[src/rtl/phy_ext_page_consts.vh]
// Register indices, field positions, reset values and codes for the page/SerDes register bank
`ifndef PHY_EXT_PAGE_CONSTS_VH
`define PHY_EXT_PAGE_CONSTS_VH

// Management register indices (byte address is four times the index)
`define IDX_SERDES_MEDIA 5'h10
`define IDX_SERDES_MAC 5'h11
`define IDX_PAGE_SELECT 5'h1f
`define IDX_STD_LAST 5'h0f
`define IDX_EXT_FIRST 5'h10
`define IDX_EXT_LAST 5'h1e

// Block-local registers, selected by haddr bit 7
`define LOC_INT_STATUS 5'h00
`define LOC_INT_ENABLE 5'h01
`define LOC_INT_CLEAR 5'h02

// Page select codes
`define PAGE_MAIN 16'h0000
`define PAGE_EXT 16'h0001
`define PAGE_GPIO 16'h0010
`define PAGE_RESET 16'h0000

// Outside register spaces reached through the forwarding port
`define SPACE_STD 2'h0
`define SPACE_MAIN 2'h1
`define SPACE_GPIO 2'h2

// Media register fields
`define MED_TX_RF_HI 15
`define MED_TX_RF_LO 14
`define MED_LP_RF_HI 13
`define MED_LP_RF_LO 12
`define MED_PAR_DET 11
`define MED_SIG_DET 10
`define MED_ALLOW_1000X 9
`define MED_ALLOW_100FX 8
`define MED_RESTART_REQ 7
`define MED_FAR_FAULT 6
`define MED_WR_MASK 16'hcb00

// MAC/media control fields
`define CTL_MEDIA_EQ 9
`define CTL_MAC_EQ 8
`define CTL_MEDIA_SW_HI 7
`define CTL_MEDIA_SW_LO 5
`define CTL_MAC_SW_HI 4
`define CTL_MAC_SW_LO 2
`define CTL_MAC_HYST 1
`define CTL_MEDIA_HYST 0
`define CTL_WR_MASK 16'h03ff

// Reset values
`define MED_TX_RF_RESET 2'h0
`define SWING_RESET 3'h4
`define INT_RESET 3'h0

// Interrupt status bits
`define INT_RESTART 0
`define INT_FAR_FAULT 1
`define INT_SIG_DET 2

`endif

[src/rtl/phy_ext_page_serdes_ctrl.v]
// Page-select routing and SerDes media/control registers behind an AHB-Lite slave
//
// Functional notes
// - Extended space holds fifteen registers, 16E..30E
// - Index 31 page select, 16 bits, resets zero
// - Page 0x0001 sends 16..30 to extended
// - Indices 0..15 reach standard registers except on page 0x0010
// - Writing 0x0000 returns 16..30 to main
// - Page 0x0010 sends 0..30 to GPIO
// - Media bits 15:14 transmit remote fault, reset 00
// - Media bits 13:12 report received remote fault
// - Media bit 11 enables parallel detection, reset 0
// - Media bit 10 shows signal detect
// - Bits 9,8 permit fiber link-up, reset 1
// - Bit 7 restart request, clears after read
// - Bit 6 far-end fault, clears after read
// - Control bits 9,8 enable receiver equalization
// - Swing fields 7:5, 4:2 reset to 100
`timescale 1ns/1ps
`include "phy_ext_page_consts.vh"

module phy_ext_page_serdes_ctrl (
   input wire clk, // 40 MHz bus clock
   input wire rst_n, // Synchronous reset, active low
   input wire hsel, // Slave select
   input wire [31:0] haddr, // Byte address
   input wire [1:0] htrans, // Transfer type
   input wire hwrite, // Write when high
   input wire [2:0] hsize, // Transfer size, word only
   input wire [31:0] hwdata, // Write data
   input wire hready, // Bus ready
   output reg [31:0] hrdata, // Read data
   output reg hreadyout, // Slave ready
   output reg hresp, // Always OKAY
   output reg ext_req, // Forwarded access strobe
   output reg [1:0] ext_space, // Forwarded space code
   output reg [4:0] ext_index, // Forwarded register index
   output reg ext_write, // Forwarded access is a write
   output reg [15:0] ext_wdata, // Forwarded write data
   input wire [15:0] ext_rdata, // Forwarded read data, valid with ext_req
   input wire [1:0] far_end_station_rf, // Remote fault bits received
   input wire sig_det, // Media signal detect level
   input wire restart_evt, // Restart request seen, level or pulse
   input wire far_fault_evt, // 100BASE-FX far-end fault seen
   output reg [1:0] tx_remote_fault, // Remote fault to transmit
   output reg parallel_detect_en, // Parallel detection enable
   output reg allow_1000x, // 1000BASE-X link-up permitted
   output reg allow_100fx, // 100BASE-FX link-up permitted
   output reg media_eq_en, // Media receiver equalization
   output reg mac_eq_en, // MAC receiver equalization
   output reg [2:0] media_swing, // Media output swing code
   output reg [2:0] mac_swing, // MAC output swing code
   output reg mac_hyst_dis, // MAC receiver hysteresis off
   output reg media_hyst_dis, // Media receiver hysteresis off
   output reg irq // Level interrupt
);

   // Bus sequencing states
   localparam ST_IDLE = 2'h0;
   localparam ST_ACCESS = 2'h1;
   localparam ST_FINISH = 2'h2;

   // Access kinds after routing
   localparam K_PAGE = 3'h0;
   localparam K_MEDIA = 3'h1;
   localparam K_CTRL = 3'h2;
   localparam K_EXT_EMPTY = 3'h3;
   localparam K_FORWARD = 3'h4;
   localparam K_LOCAL = 3'h5;

   // Captured address phase and sequencer
   reg [1:0] state_reg;
   reg [1:0] state_next;
   reg [4:0] idx_reg;
   reg local_reg;
   reg wr_reg;
   reg [2:0] kind_reg;

   // Page select and self-clearing media events
   reg [15:0] page_reg;
   reg restart_reg;
   reg restart_next;
   reg far_fault_reg;
   reg far_fault_next;

   // Interrupt status and enable
   reg [2:0] int_status_reg;
   reg [2:0] int_status_next;
   reg [2:0] int_enable_reg;

   // Synchroniser chain: far fault, restart, signal detect, remote fault
   reg [4:0] sync1_reg;
   reg [4:0] sync2_reg;
   reg [4:0] sync3_reg;

   // Combinational read words and routing
   reg [15:0] media_word;
   reg [15:0] ctrl_word;
   reg [15:0] rd_word;
   reg [2:0] kind_now;
   reg [1:0] space_now;

   // Handshake qualifiers and write data
   wire accept;
   wire [4:0] evt_rise;
   wire wr_now;
   wire rd_now;
   wire [15:0] wd;

   // Transfer qualifiers; hsize not checked, every register is one word
   assign accept = hsel & hready & htrans[1];
   assign wr_now = (state_reg == ST_ACCESS) & wr_reg;
   assign rd_now = (state_reg == ST_FINISH) & ~wr_reg;
   assign wd = hwdata[15:0];

   // Route an index through the page select to an access kind
   function [2:0] route_kind;
      input [4:0] idx;
      input [15:0] page;
      begin
         if (idx == `IDX_PAGE_SELECT) begin
            route_kind = K_PAGE;
         end else if (page == `PAGE_GPIO) begin
            route_kind = K_FORWARD;
         end else if (idx <= `IDX_STD_LAST) begin
            route_kind = K_FORWARD;
         end else if (page == `PAGE_EXT) begin
            if (idx == `IDX_SERDES_MEDIA) begin
               route_kind = K_MEDIA;
            end else if (idx == `IDX_SERDES_MAC) begin
               route_kind = K_CTRL;
            end else begin
               route_kind = K_EXT_EMPTY;
            end
         end else begin
            route_kind = K_FORWARD;
         end
      end
   endfunction

   // Outside space for a forwarded access
   function [1:0] route_space;
      input [4:0] idx;
      input [15:0] page;
      begin
         if (page == `PAGE_GPIO) begin
            route_space = `SPACE_GPIO;
         end else if (idx <= `IDX_STD_LAST) begin
            route_space = `SPACE_STD;
         end else begin
            route_space = `SPACE_MAIN;
         end
      end
   endfunction

   // Synchronisers for link-side inputs; stage three feeds edge detect
   // Stage one may be metastable, so only stages two and three are read
   always @(posedge clk) begin
      if (!rst_n) begin
         sync1_reg <= 5'h00;
         sync2_reg <= 5'h00;
         sync3_reg <= 5'h00;
      end else begin
         sync1_reg <= {far_fault_evt, restart_evt, sig_det, far_end_station_rf};
         sync2_reg <= sync1_reg;
         sync3_reg <= sync2_reg;
      end
   end

   assign evt_rise = sync2_reg & ~sync3_reg;

   // Assemble readable register words
   always @* begin
      media_word = 16'h0000;
      media_word[`MED_TX_RF_HI:`MED_TX_RF_LO] = tx_remote_fault;
      media_word[`MED_LP_RF_HI:`MED_LP_RF_LO] = sync2_reg[1:0];
      media_word[`MED_PAR_DET] = parallel_detect_en;
      media_word[`MED_SIG_DET] = sync2_reg[2];
      media_word[`MED_ALLOW_1000X] = allow_1000x;
      media_word[`MED_ALLOW_100FX] = allow_100fx;
      media_word[`MED_RESTART_REQ] = restart_reg;
      media_word[`MED_FAR_FAULT] = far_fault_reg;
      ctrl_word = 16'h0000;
      ctrl_word[`CTL_MEDIA_EQ] = media_eq_en;
      ctrl_word[`CTL_MAC_EQ] = mac_eq_en;
      ctrl_word[`CTL_MEDIA_SW_HI:`CTL_MEDIA_SW_LO] = media_swing;
      ctrl_word[`CTL_MAC_SW_HI:`CTL_MAC_SW_LO] = mac_swing;
      ctrl_word[`CTL_MAC_HYST] = mac_hyst_dis;
      ctrl_word[`CTL_MEDIA_HYST] = media_hyst_dis;
   end

   // Read data mux for the finishing cycle
   always @* begin
      rd_word = 16'h0000;
      if (local_reg) begin
         if (idx_reg == `LOC_INT_STATUS) begin
            rd_word = {13'h0000, int_status_reg};
         end else if (idx_reg == `LOC_INT_ENABLE) begin
            rd_word = {13'h0000, int_enable_reg};
         end
      end else begin
         case (kind_reg)
            K_PAGE: rd_word = page_reg;
            K_MEDIA: rd_word = media_word;
            K_CTRL: rd_word = ctrl_word;
            K_FORWARD: rd_word = ext_rdata;
            default: rd_word = 16'h0000;
         endcase
      end
   end

   // Routing of the access being taken
   // Page is sampled at the address phase; a page write steers the next transfer
   always @* begin
      kind_now = route_kind(haddr[6:2], page_reg);
      space_now = route_space(haddr[6:2], page_reg);
      if (haddr[31:8] != 24'h00_0000) begin
         kind_now = K_EXT_EMPTY;
      end else if (haddr[7]) begin
         kind_now = K_LOCAL;
      end
   end

   // Bus sequencer next state
   always @* begin
      state_next = state_reg;
      case (state_reg)
         ST_IDLE: begin
            if (accept) begin
               state_next = ST_ACCESS;
            end
         end
         ST_ACCESS: state_next = ST_FINISH;
         ST_FINISH: state_next = ST_IDLE;
         default: state_next = ST_IDLE;
      endcase
   end

   // Self-clearing event bits: a new event beats the read clear
   // Clear lands on the edge that loads hrdata, so the read sees the set bit
   always @* begin
      restart_next = restart_reg;
      far_fault_next = far_fault_reg;
      if (rd_now && !local_reg && kind_reg == K_MEDIA) begin
         restart_next = 1'b0;
         far_fault_next = 1'b0;
      end
      if (evt_rise[3]) begin
         restart_next = 1'b1;
      end
      if (evt_rise[4]) begin
         far_fault_next = 1'b1;
      end
   end

   // Sticky interrupt status, set wins over write-one clear
   always @* begin
      int_status_next = int_status_reg;
      if (wr_now && local_reg && idx_reg == `LOC_INT_CLEAR) begin
         int_status_next = int_status_reg & ~wd[2:0];
      end
      int_status_next = int_status_next | {evt_rise[2], evt_rise[4], evt_rise[3]};
   end

   // Bus handshake, capture of the address phase and read data
   // Two wait states: access cycle writes, finish cycle loads hrdata
   always @(posedge clk) begin
      if (!rst_n) begin
         state_reg <= ST_IDLE;
         hreadyout <= 1'b1;
         hresp <= 1'b0;
         hrdata <= 32'h0000_0000;
         idx_reg <= 5'h00;
         local_reg <= 1'b0;
         wr_reg <= 1'b0;
         kind_reg <= K_PAGE;
         ext_req <= 1'b0;
         ext_space <= `SPACE_STD;
         ext_index <= 5'h00;
         ext_write <= 1'b0;
         ext_wdata <= 16'h0000;
      end else begin
         state_reg <= state_next;
         hresp <= 1'b0;
         ext_req <= 1'b0;
         if (state_reg == ST_IDLE && accept) begin
            hreadyout <= 1'b0;
            idx_reg <= haddr[6:2];
            local_reg <= haddr[7] & (haddr[31:8] == 24'h00_0000);
            wr_reg <= hwrite;
            kind_reg <= kind_now;
            ext_space <= space_now;
            ext_index <= haddr[6:2];
         end
         if (state_reg == ST_ACCESS && kind_reg == K_FORWARD && !local_reg) begin
            ext_req <= 1'b1;
            ext_write <= wr_reg;
            ext_wdata <= wd;
         end
         if (state_reg == ST_FINISH) begin
            hreadyout <= 1'b1;
            hrdata <= wr_reg ? 32'h0000_0000 : {16'h0000, rd_word};
         end
      end
   end

   // Page select register
   always @(posedge clk) begin
      if (!rst_n) begin
         page_reg <= `PAGE_RESET;
      end else if (wr_now && !local_reg && kind_reg == K_PAGE) begin
         page_reg <= wd;
      end
   end

   // Media register writable fields and event bits
   always @(posedge clk) begin
      if (!rst_n) begin
         tx_remote_fault <= `MED_TX_RF_RESET;
         parallel_detect_en <= 1'b0;
         allow_1000x <= 1'b1;
         allow_100fx <= 1'b1;
         restart_reg <= 1'b0;
         far_fault_reg <= 1'b0;
      end else begin
         restart_reg <= restart_next;
         far_fault_reg <= far_fault_next;
         if (wr_now && !local_reg && kind_reg == K_MEDIA) begin
            tx_remote_fault <= wd[`MED_TX_RF_HI:`MED_TX_RF_LO];
            parallel_detect_en <= wd[`MED_PAR_DET];
            allow_1000x <= wd[`MED_ALLOW_1000X];
            allow_100fx <= wd[`MED_ALLOW_100FX];
         end
      end
   end

   // MAC/media control register
   always @(posedge clk) begin
      if (!rst_n) begin
         media_eq_en <= 1'b0;
         mac_eq_en <= 1'b0;
         media_swing <= `SWING_RESET;
         mac_swing <= `SWING_RESET;
         mac_hyst_dis <= 1'b0;
         media_hyst_dis <= 1'b0;
      end else if (wr_now && !local_reg && kind_reg == K_CTRL) begin
         media_eq_en <= wd[`CTL_MEDIA_EQ];
         mac_eq_en <= wd[`CTL_MAC_EQ];
         media_swing <= wd[`CTL_MEDIA_SW_HI:`CTL_MEDIA_SW_LO];
         mac_swing <= wd[`CTL_MAC_SW_HI:`CTL_MAC_SW_LO];
         mac_hyst_dis <= wd[`CTL_MAC_HYST];
         media_hyst_dis <= wd[`CTL_MEDIA_HYST];
      end
   end

   // Interrupt status, enable and output
   // irq lags status by one cycle so it leaves a flop
   always @(posedge clk) begin
      if (!rst_n) begin
         int_status_reg <= `INT_RESET;
         int_enable_reg <= `INT_RESET;
         irq <= 1'b0;
      end else begin
         int_status_reg <= int_status_next;
         if (wr_now && local_reg && idx_reg == `LOC_INT_ENABLE) begin
            int_enable_reg <= wd[2:0];
         end
         irq <= |(int_status_reg & int_enable_reg);
      end
   end

endmodule

[config.mk]
export PLATFORM = sky130hd
export DESIGN_NAME = phy_ext_page_serdes_ctrl
export DESIGN_NICKNAME = d
export VERILOG_FILES = /design/src/rtl/phy_ext_page_serdes_ctrl.v
export VERILOG_INCLUDE_DIRS = /design/src /design/src/rtl
export SDC_FILE = /design/constraint.sdc
export NUM_CORES = 1
export LEC_CHECK = 0
export BUFFER_PORTS_ARGS = -buffer_cell sky130_fd_sc_hd__clkbuf_2
export CAP_MARGIN = 20
export CORE_ASPECT_RATIO = 1.25
export CORE_MARGIN = 4
export CORE_UTILIZATION = 35
export CTS_CLUSTER_DIAMETER = 60
export CTS_CLUSTER_SIZE = 40
export DETAILED_ROUTE_END_ITERATION = 12
export SLEW_MARGIN = 20
export SYNTH_ARGS = -nofsm -noshare
export SYNTH_HDL_FRONTEND = slang
export SYNTH_SLANG_ARGS = --single-unit
[constraint.sdc]
create_clock -name clk -period 3.6 [get_ports clk]
set_clock_uncertainty 0.05 [all_clocks]
set_input_delay 0.72 -clock clk [delete_from_list [all_inputs] [get_ports clk]]
set_output_delay 0.72 -clock clk [all_outputs]
set_load 0.05 [all_outputs]
* After elaboration in Yosys (flattened, before gate mapping) *
Cells that the tools add are included.

cells by class
  reductions and logical operators = 22
  muxes and demuxes = 22
  equality and inequality tests = 13
  bitwise logic cells = 13
  $lt $le $gt $ge = 1

operators with widths
  operator             number
  $pmux 16 s4          1
  $mux 16              2
  $mux 3               9
  $logic_not 24->1     1
  $reduce_bool 24->1   1
  $eq 16x1->1 const B  1
  $eq 16x5->1 const B  1
  $eq 5x5->1 const B   3
  $logic_and 1x1->1    12
  $and 3x3->3          2
  $mux 1               6
  $mux 2               3
  $and 1x1->1          5
  $and 5x5->5          1
  $eq 5x1->1 const B   1
  $eq 5x2->1 const B   1
  $le 5x4->1 const B   1
  $logic_not 5->1      1
  $not 5->5            1
  $pmux 2 s2           1
  $reduce_bool 2->1    2
  $eq 3x1->1 const B   1
  $eq 3x2->1 const B   1
  $eq 3x3->1 const B   1
  11 further kinds     12

word-level totals
  bits of input ports = 95
  bits in registers = 120
  output and inout bits = 75
  logic and storage cells = 101

* Depth between registers and ports, before layout *
Gate-level depths: netlist (run 1).

  word-level depth = 9
  depth in mapped cells = 8
  gate-level depth less buffers = 4

* Least setup slack after synthesis (run 1) *
No wires, ideal clock.

  path type = input -> register
  start = in rst_n
  end = reg hrdata[3]
  stages = 5
  required time = 3490 ps
  setup slack = 1668 ps
  library setup time = 60 ps
  buffers on the path = 1
  arrival = 1822 ps
  cell sequence = buf_2 -> inv_2 -> or4_4 -> a211oi_2 -> a22o_1

RTL lines
  what                  RTL line                        RTL
  from (decl)           phy_ext_page_serdes_ctrl.v:24   input wire rst_n,
  to (signal assigned)  phy_ext_page_serdes_ctrl.v:302  hrdata <= wr_reg ? 32'h0000_0000 : {16'h0000, rd_word};
  to (decl)             phy_ext_page_serdes_ctrl.v:32   output reg [31:0] hrdata,

* Worst setup path in the final report (run 1) *
  start = reg kind_reg[1]
  end = reg mac_swing[1]

on the way
  longest elaborated chain between the ends = 2

RTL lines
  what                    RTL line                        RTL
  from (decl)             phy_ext_page_serdes_ctrl.v:77   reg [2:0] kind_reg;
  from (signal assigned)  phy_ext_page_serdes_ctrl.v:291  kind_reg <= kind_now;
  $eq 3x2->1              phy_ext_page_serdes_ctrl.v:346  end else if (wr_now && !local_reg && kind_reg == K_CTRL) begin
  $logic_and 1x1->1       phy_ext_page_serdes_ctrl.v:346
  to (signal assigned)    phy_ext_page_serdes_ctrl.v:343  mac_swing <= `SWING_RESET;
  to (signal assigned)    phy_ext_page_serdes_ctrl.v:350  mac_swing <= wd[`CTL_MAC_SW_HI:`CTL_MAC_SW_LO];
  to (decl)               phy_ext_page_serdes_ctrl.v:52   output reg [2:0] mac_swing,

No other way between the ends.
A chain may end at the register's enable or synchronous reset.

==> flow_summary.json, run 1 <==
{
  "routed_wl_mm": 11.6,
  "fp.coreArea_um2": 11800,
  "cts-buffers-inserted": 9,
  "async_reset_ff_share_pct": 0,
  "layoutNonFillerInstCount": 744,
  "powerDensity_nw_per_um2": 438,
  "power.leakage_nw": 2.40,
  "ys.flop_type": "dfxtp_1",
  "synth-edff-count": 0,
  "end_kind": "flip-flop",
  "synth.cell_area_um2": 4260,
  "vias": 3668,
  "synth_area_leader_cell": "dfxtp_1",
  "cts_buffer_depth": 2,
  "min_to": "sync2_reg[2]",
  "drc": 0,
  "crit_path_start_kind": "flip-flop",
  "period_minus_slack_ns": 2.54,
  "finalMaxSlewViolations": 0,
  "antenna_found_initial": 0,
  "ys_seq_elements": 102,
  "worstMarginPinSlew_ns": 0.894,
  "grt-ovfl-total": 0,
  "finalSetupViolCount": 0,
  "synth_cell_types": 51,
  "clockRootBuffer": "clkbuf_16",
  "tritoncts": "done",
  "synth_area_per_cell_um2": 9.23,
  "clk_pin_slew_worst_paths_ns": 0.07,
  "die_area_um2": 14000,
  "path_class": "flip-flop to flip-flop",
  "hpwlAfterDp_mm": 8.87,
  "period_share_pct": 70.6,
  "place_congestion": 0.829,
  "rsz0062_at_grt": "false",
  "timing.rr.start": "kind_reg[1]",
  "fmaxAchievable_mhz": 394,
  "num_rows": 44,
  "initial_utilization_pct": 36.2,
  "grt.total_usage_pct": 16.5,
  "cts_hold_buf": 0,
  "hp-start": "sync1_reg[2]",
  "arrival_ns": 2.70,
  "hold_path_depth": 1,
  "cts_resized": 0,
  "dieHeight_um": 131,
  "grt_pass1_wl_mm": 18.4,
  "max-vdd-ir-drop_mv": 0.203,
  "grt_pass1_vias": 3600,
  "reg2reg_slack_ns": 1.06,
  "synthTopCellsByArea": "dfxtp_1, mux2i_1, nand2_1",
  "dpl.cell_count": 728,
  "postLayoutCellArea_um2": 5250,
  "chipWidth_um": 107,
  "synth_cells": 462,
  "postRouteAntennaNets": 0,
  "setup_slack_ns": 1.06,
  "crit_path_max_fanout": 18,
  "fin_setup_tns_ns": 0,
  "diodes": 0,
  "relSlewSlack_pct": 40.4,
  "pre_cts_ws_ns": 1.05,
  "fin_util_pct": 44.6,
  "hp-class": "flip-flop to flip-flop",
  "synth_warnings": 0,
  "ios": 170,
  "insertion_delay_ns": 0.34,
  "yosys-top-cells-count": "dfxtp_1, nand2_1, mux2i_1, nor2_1, a21oi_1",
  "area_delta_synth_final_pct": 23.1,
  "post_cts_buffers": 0,
  "postPlaceCellArea_um2": 4950,
  "clock_sinks": 102,
  "vias_per_cell": 4.93,
  "routedWlPerCell_um": 15.6,
  "rr_endpoint": "mac_swing[1]",
  "firstDrtPassIters": 4,
  "io_buffers": 130,
  "finalNetCount": 673,
  "htreeDepth": 3,
  "drtIter0Drc": 144,
  "synth_top_area_share_pct": 47.9,
  "required_ns": 3.75,
  "hold_viol": 0,
  "ff2ff_path_depth": 4,
  "grt_max_degree": 65,
  "ys_seq_area_share_pct": 47.9,
  "maxCapViolCount": 0,
  "status": "completed",
  "final_layout_size_suffix_gt1_share_pct": 27.6,
  "synth_most_common_cell": "dfxtp_1"
}
==> cell families after synthesis <==
kind of cell | after synthesis | synth area share, %
other | 1 | 0.0879
multiplexers | 53 | 12.5
buffers and inverters | 47 | 6.16
flip-flops | 102 | 47.9
AO/OA/AOI/OAI | 84 | 13.3
AND/OR/NAND/NOR | 175 | 20.0
==> metal layers <==
layer	share of wire, %	track usage, %
met1	40	19.3
met2	51	28.2
met3	6.1	4.07
met4	2.4	7.39
met5	0	0
==> layout make-up <==
cell class / instances / area [um2]
clock buffers: 10 / 229
multi-input cells: 329 / 2020
flip-flops and latches: 102 / 2040
clock inverters: 6 / 68.8
well taps: 161 / 201
inverters: 2 / 7.51
repair buffers: 134 / 681
fillers: 1236 / 6530
==> worst max path at each step <==
stage | startpoint | endpoint | depth (start not counted)
6_report | kind_reg[1] | mac_swing[1] | 4
5_1_grt | kind_reg[1] | media_eq_en | 4
4_1_cts | kind_reg[1] | mac_eq_en | 4
3_5_place_dp | kind_reg[1] | mac_eq_en | 4
3_3_place_gp | kind_reg[1] | media_swing[2] | 4
2_1_floorplan | rst_n | hrdata[3] | 5
==> critical path: stages (launching register included) <==
cell and delay (ns):
dfxtp_1 0.91, nor2b_1 0.44, nand3_1 0.61, mux2i_1 0.34, nor2_1 0.05
==> metrics by stage <==
stage / hold slack (ns) / power (W)
after floorplan: 0.362 / 0.00130
after global placement: 0.370 / 0.00135
after detailed placement: 0.373 / 0.00135
after CTS: 0.385 / 0.00233
after global routing: 0.404 / 0.00239
final: 0.377 / 0.00230
==> placed cells by master, fill, tap and decap left out, types with 2 or more instances in the layout <==
cell type  instances
o2bb2ai_1          3
clkbuf_16          9
nor2_1            42
clkbuf_2         130
a2bb2oi_1          8
nor4_1             7
dfxtp_1          102
mux2i_1           50
and2_1            15
nand4b_1           2
a22oi_1            3
nor2b_1            7
a21oi_1           30
buf_4              4
o21ai_0           17
nand3_1            7
a22o_1             9
nand2b_1           3
o21a_1             3
and3_1             2
nand2_1           70
conb_1            17
inv_6              2
mux2_2             3
a21boi_1           2
or4_1              2
or4b_1             2
or3_1              3
nand4_1            2
==> power breakdown <==
group / switching [W] / internal, W / total, W
clock: 0.000427 / 0.000544 / 0.000972
sequential: 0.0000123 / 0.00114 / 0.00115
combinational: 0.000115 / 0.0000583 / 0.000173
(Power assumes the default switching activity.)
==> inputs of run 2 (changes only) <==
clock period = 2.6 ns   (was 3.6 ns; I/O delays follow)
==> run 2 against run 1 <==
First-iteration DRC count increased by 2.1%. Utilization barely moved. Cell count increased by 0.40%. Worst setup slack worse by 0.53 ns. Critical path depth up 1. Flip-flop and latch count is the same. Clock power increased by 27%. Via count up 0.14%. Worst hold slack got worse by 0.044 ns.
==> flow_summary.json, run 2 (synthesis results as in run 1) <==
{
  "power.leakage_nw": 2.41,
  "cts_buffer_depth": 2,
  "status": "completed",
  "dieHeight_um": 131,
  "rsz0062_at_grt": "false",
  "path_buf_inv": 1,
  "grt.total_usage_pct": 16.8,
  "pwr-share-seq_pct": 51.9,
  "arrival_ns": 2.24,
  "hold_viol": 0,
  "grt_pass1_wl_mm": 18.8,
  "grt_max_degree": 65,
  "routed_wl_mm": 11.7,
  "fmaxAchievable_mhz": 483,
  "tritoncts": "done",
  "p_sw_share_pct": 23.2,
  "drc": 0,
  "diodes": 0,
  "max-vdd-ir-drop_mv": 0.262,
  "cts-buffers-inserted": 9,
  "postRouteAntennaNets": 0,
  "required_ns": 2.77,
  "antenna_found_initial": 0,
  "crit_chain": "buf_4, nor2b_1, nand3_1, mux2i_1, nand2_1",
  "hpwlAfterDp_mm": 9.00,
  "grt-ovfl-total": 0,
  "clock_power_share_pct": 40.1,
  "grt_pass1_vias": 3677,
  "crit_family": "simple AND/OR/NAND/NOR gates",
  "clk_pin_slew_worst_paths_ns": 0.07,
  "layout_common_cells": "clkbuf_2, dfxtp_1, nand2_1",
  "period_share_pct": 79.6,
  "chipWidth_um": 107,
  "path_class": "flip-flop to flip-flop",
  "drtIter0Drc": 147,
  "htreeDepth": 3,
  "final_layout_size_suffix_gt1_share_pct": 27.6,
  "powerDensity_nw_per_um2": 585,
  "finalMaxSlewViolations": 0,
  "vias_per_cell": 4.92,
  "num_rows": 44,
  "p_int_w": 0.00236,
  "crit_path_max_fanout": 10,
  "io_buffers": 130,
  "initial_utilization_pct": 36.2,
  "finalSetupViolCount": 0,
  "p_switching_w": 0.000712,
  "firstDrtPassIters": 4,
  "place_congestion": 0.825,
  "clock_sinks": 102,
  "vias": 3673,
  "finalHoldWorstSlack_ns": 0.332,
  "period_minus_slack_ns": 2.07,
  "layout_commonest_cell": "clkbuf_2",
  "ios": 170,
  "fin_setup_tns_ns": 0,
  "relSlewSlack_pct": 51.3,
  "slowest_delay_ns": 0.60,
  "cts_resized": 0,
  "fin_util_pct": 44.6,
  "end_kind": "flip-flop",
  "post_cts_buffers": 0,
  "hp-class": "input pin to flip-flop",
  "area_delta_synth_final_pct": 23.1,
  "cts_hold_buf": 0,
  "p_comb_share_pct": 8.0,
  "cp_slowest_cell": "nand3_1",
  "worstMarginPinSlew_ns": 0.728,
  "clockRootBuffer": "clkbuf_16",
  "insertion_delay_ns": 0.34,
  "fp.coreArea_um2": 11800,
  "crit_path_start_kind": "flip-flop",
  "finalNetCount": 677,
  "die_area_um2": 14000,
  "maxCapViolCount": 0,
  "routedWlPerCell_um": 15.7
}
## run 2: cell types whose count changed in the layout (fill, tap and decap cells not counted)
cell        before  now
buf_4            4    8
bufinv_16        1    0
clkbuf_8         0    2
clkbuf_1         1    3
clkinv_4         1    0
clkinvlp_4       1    0
inv_6            2    0
## run 2: stage by stage
stage / instances / power (W) / instance area, um2 / setup slack [ns]
floorplan: 478 / 0.00180 / 4320 / 0.778
global placement: 732 / 0.00187 / 4980 / 0.564
detailed placement: 732 / 0.00188 / 4980 / 0.503
CTS: 747 / 0.00311 / 5250 / 0.512
global route: 747 / 0.00319 / 5250 / 0.305
finish: 747 / 0.00307 / 5250 / 0.530
## run 2: final cells by class
class / instances / area (um2)
well taps: 161 / 201
fillers: 1207 / 6530
clock buffers: 14 / 264
multi-input cells: 329 / 2020
repair buffers: 138 / 711
clock inverters: 1 / 5.00
flip-flops and latches: 102 / 2040
inverters: 2 / 7.51
## run 2: power by group through the flow
stage	combinational, W	clock (W)	sequential (W)
final	0.000246	0.00123	0.00159
after global routing	0.000268	0.00133	0.00160
after CTS	0.000247	0.00127	0.00159
after detailed placement	0.000247	0	0.00163
after global placement	0.000244	0	0.00163
after floorplan	0.000161	0	0.00164
## run 2: worst paths after layout
check | cells after the start | end | slack [ns] | start
hold reg to reg | 1 | sync2_reg[2] | 0.38 | sync1_reg[2]
setup reg to reg | 5 | mac_swing[2] | 0.53 | kind_reg[0]
hold / removal | 2 | sync1_reg[3] | 0.33 | restart_evt
setup / recovery | 5 | mac_swing[2] | 0.53 | kind_reg[0]
## run 2: per-layer routing
metal	share of wire, %	global-route usage (%)	wire, um	up-vias
li1	-	-	-	1812
met1	41	20.3	4750	1707
met2	50	28.3	5840	127
met3	6.6	3.63	775	27
met4	3.0	7.53	347	0
met5	0	0	0	-
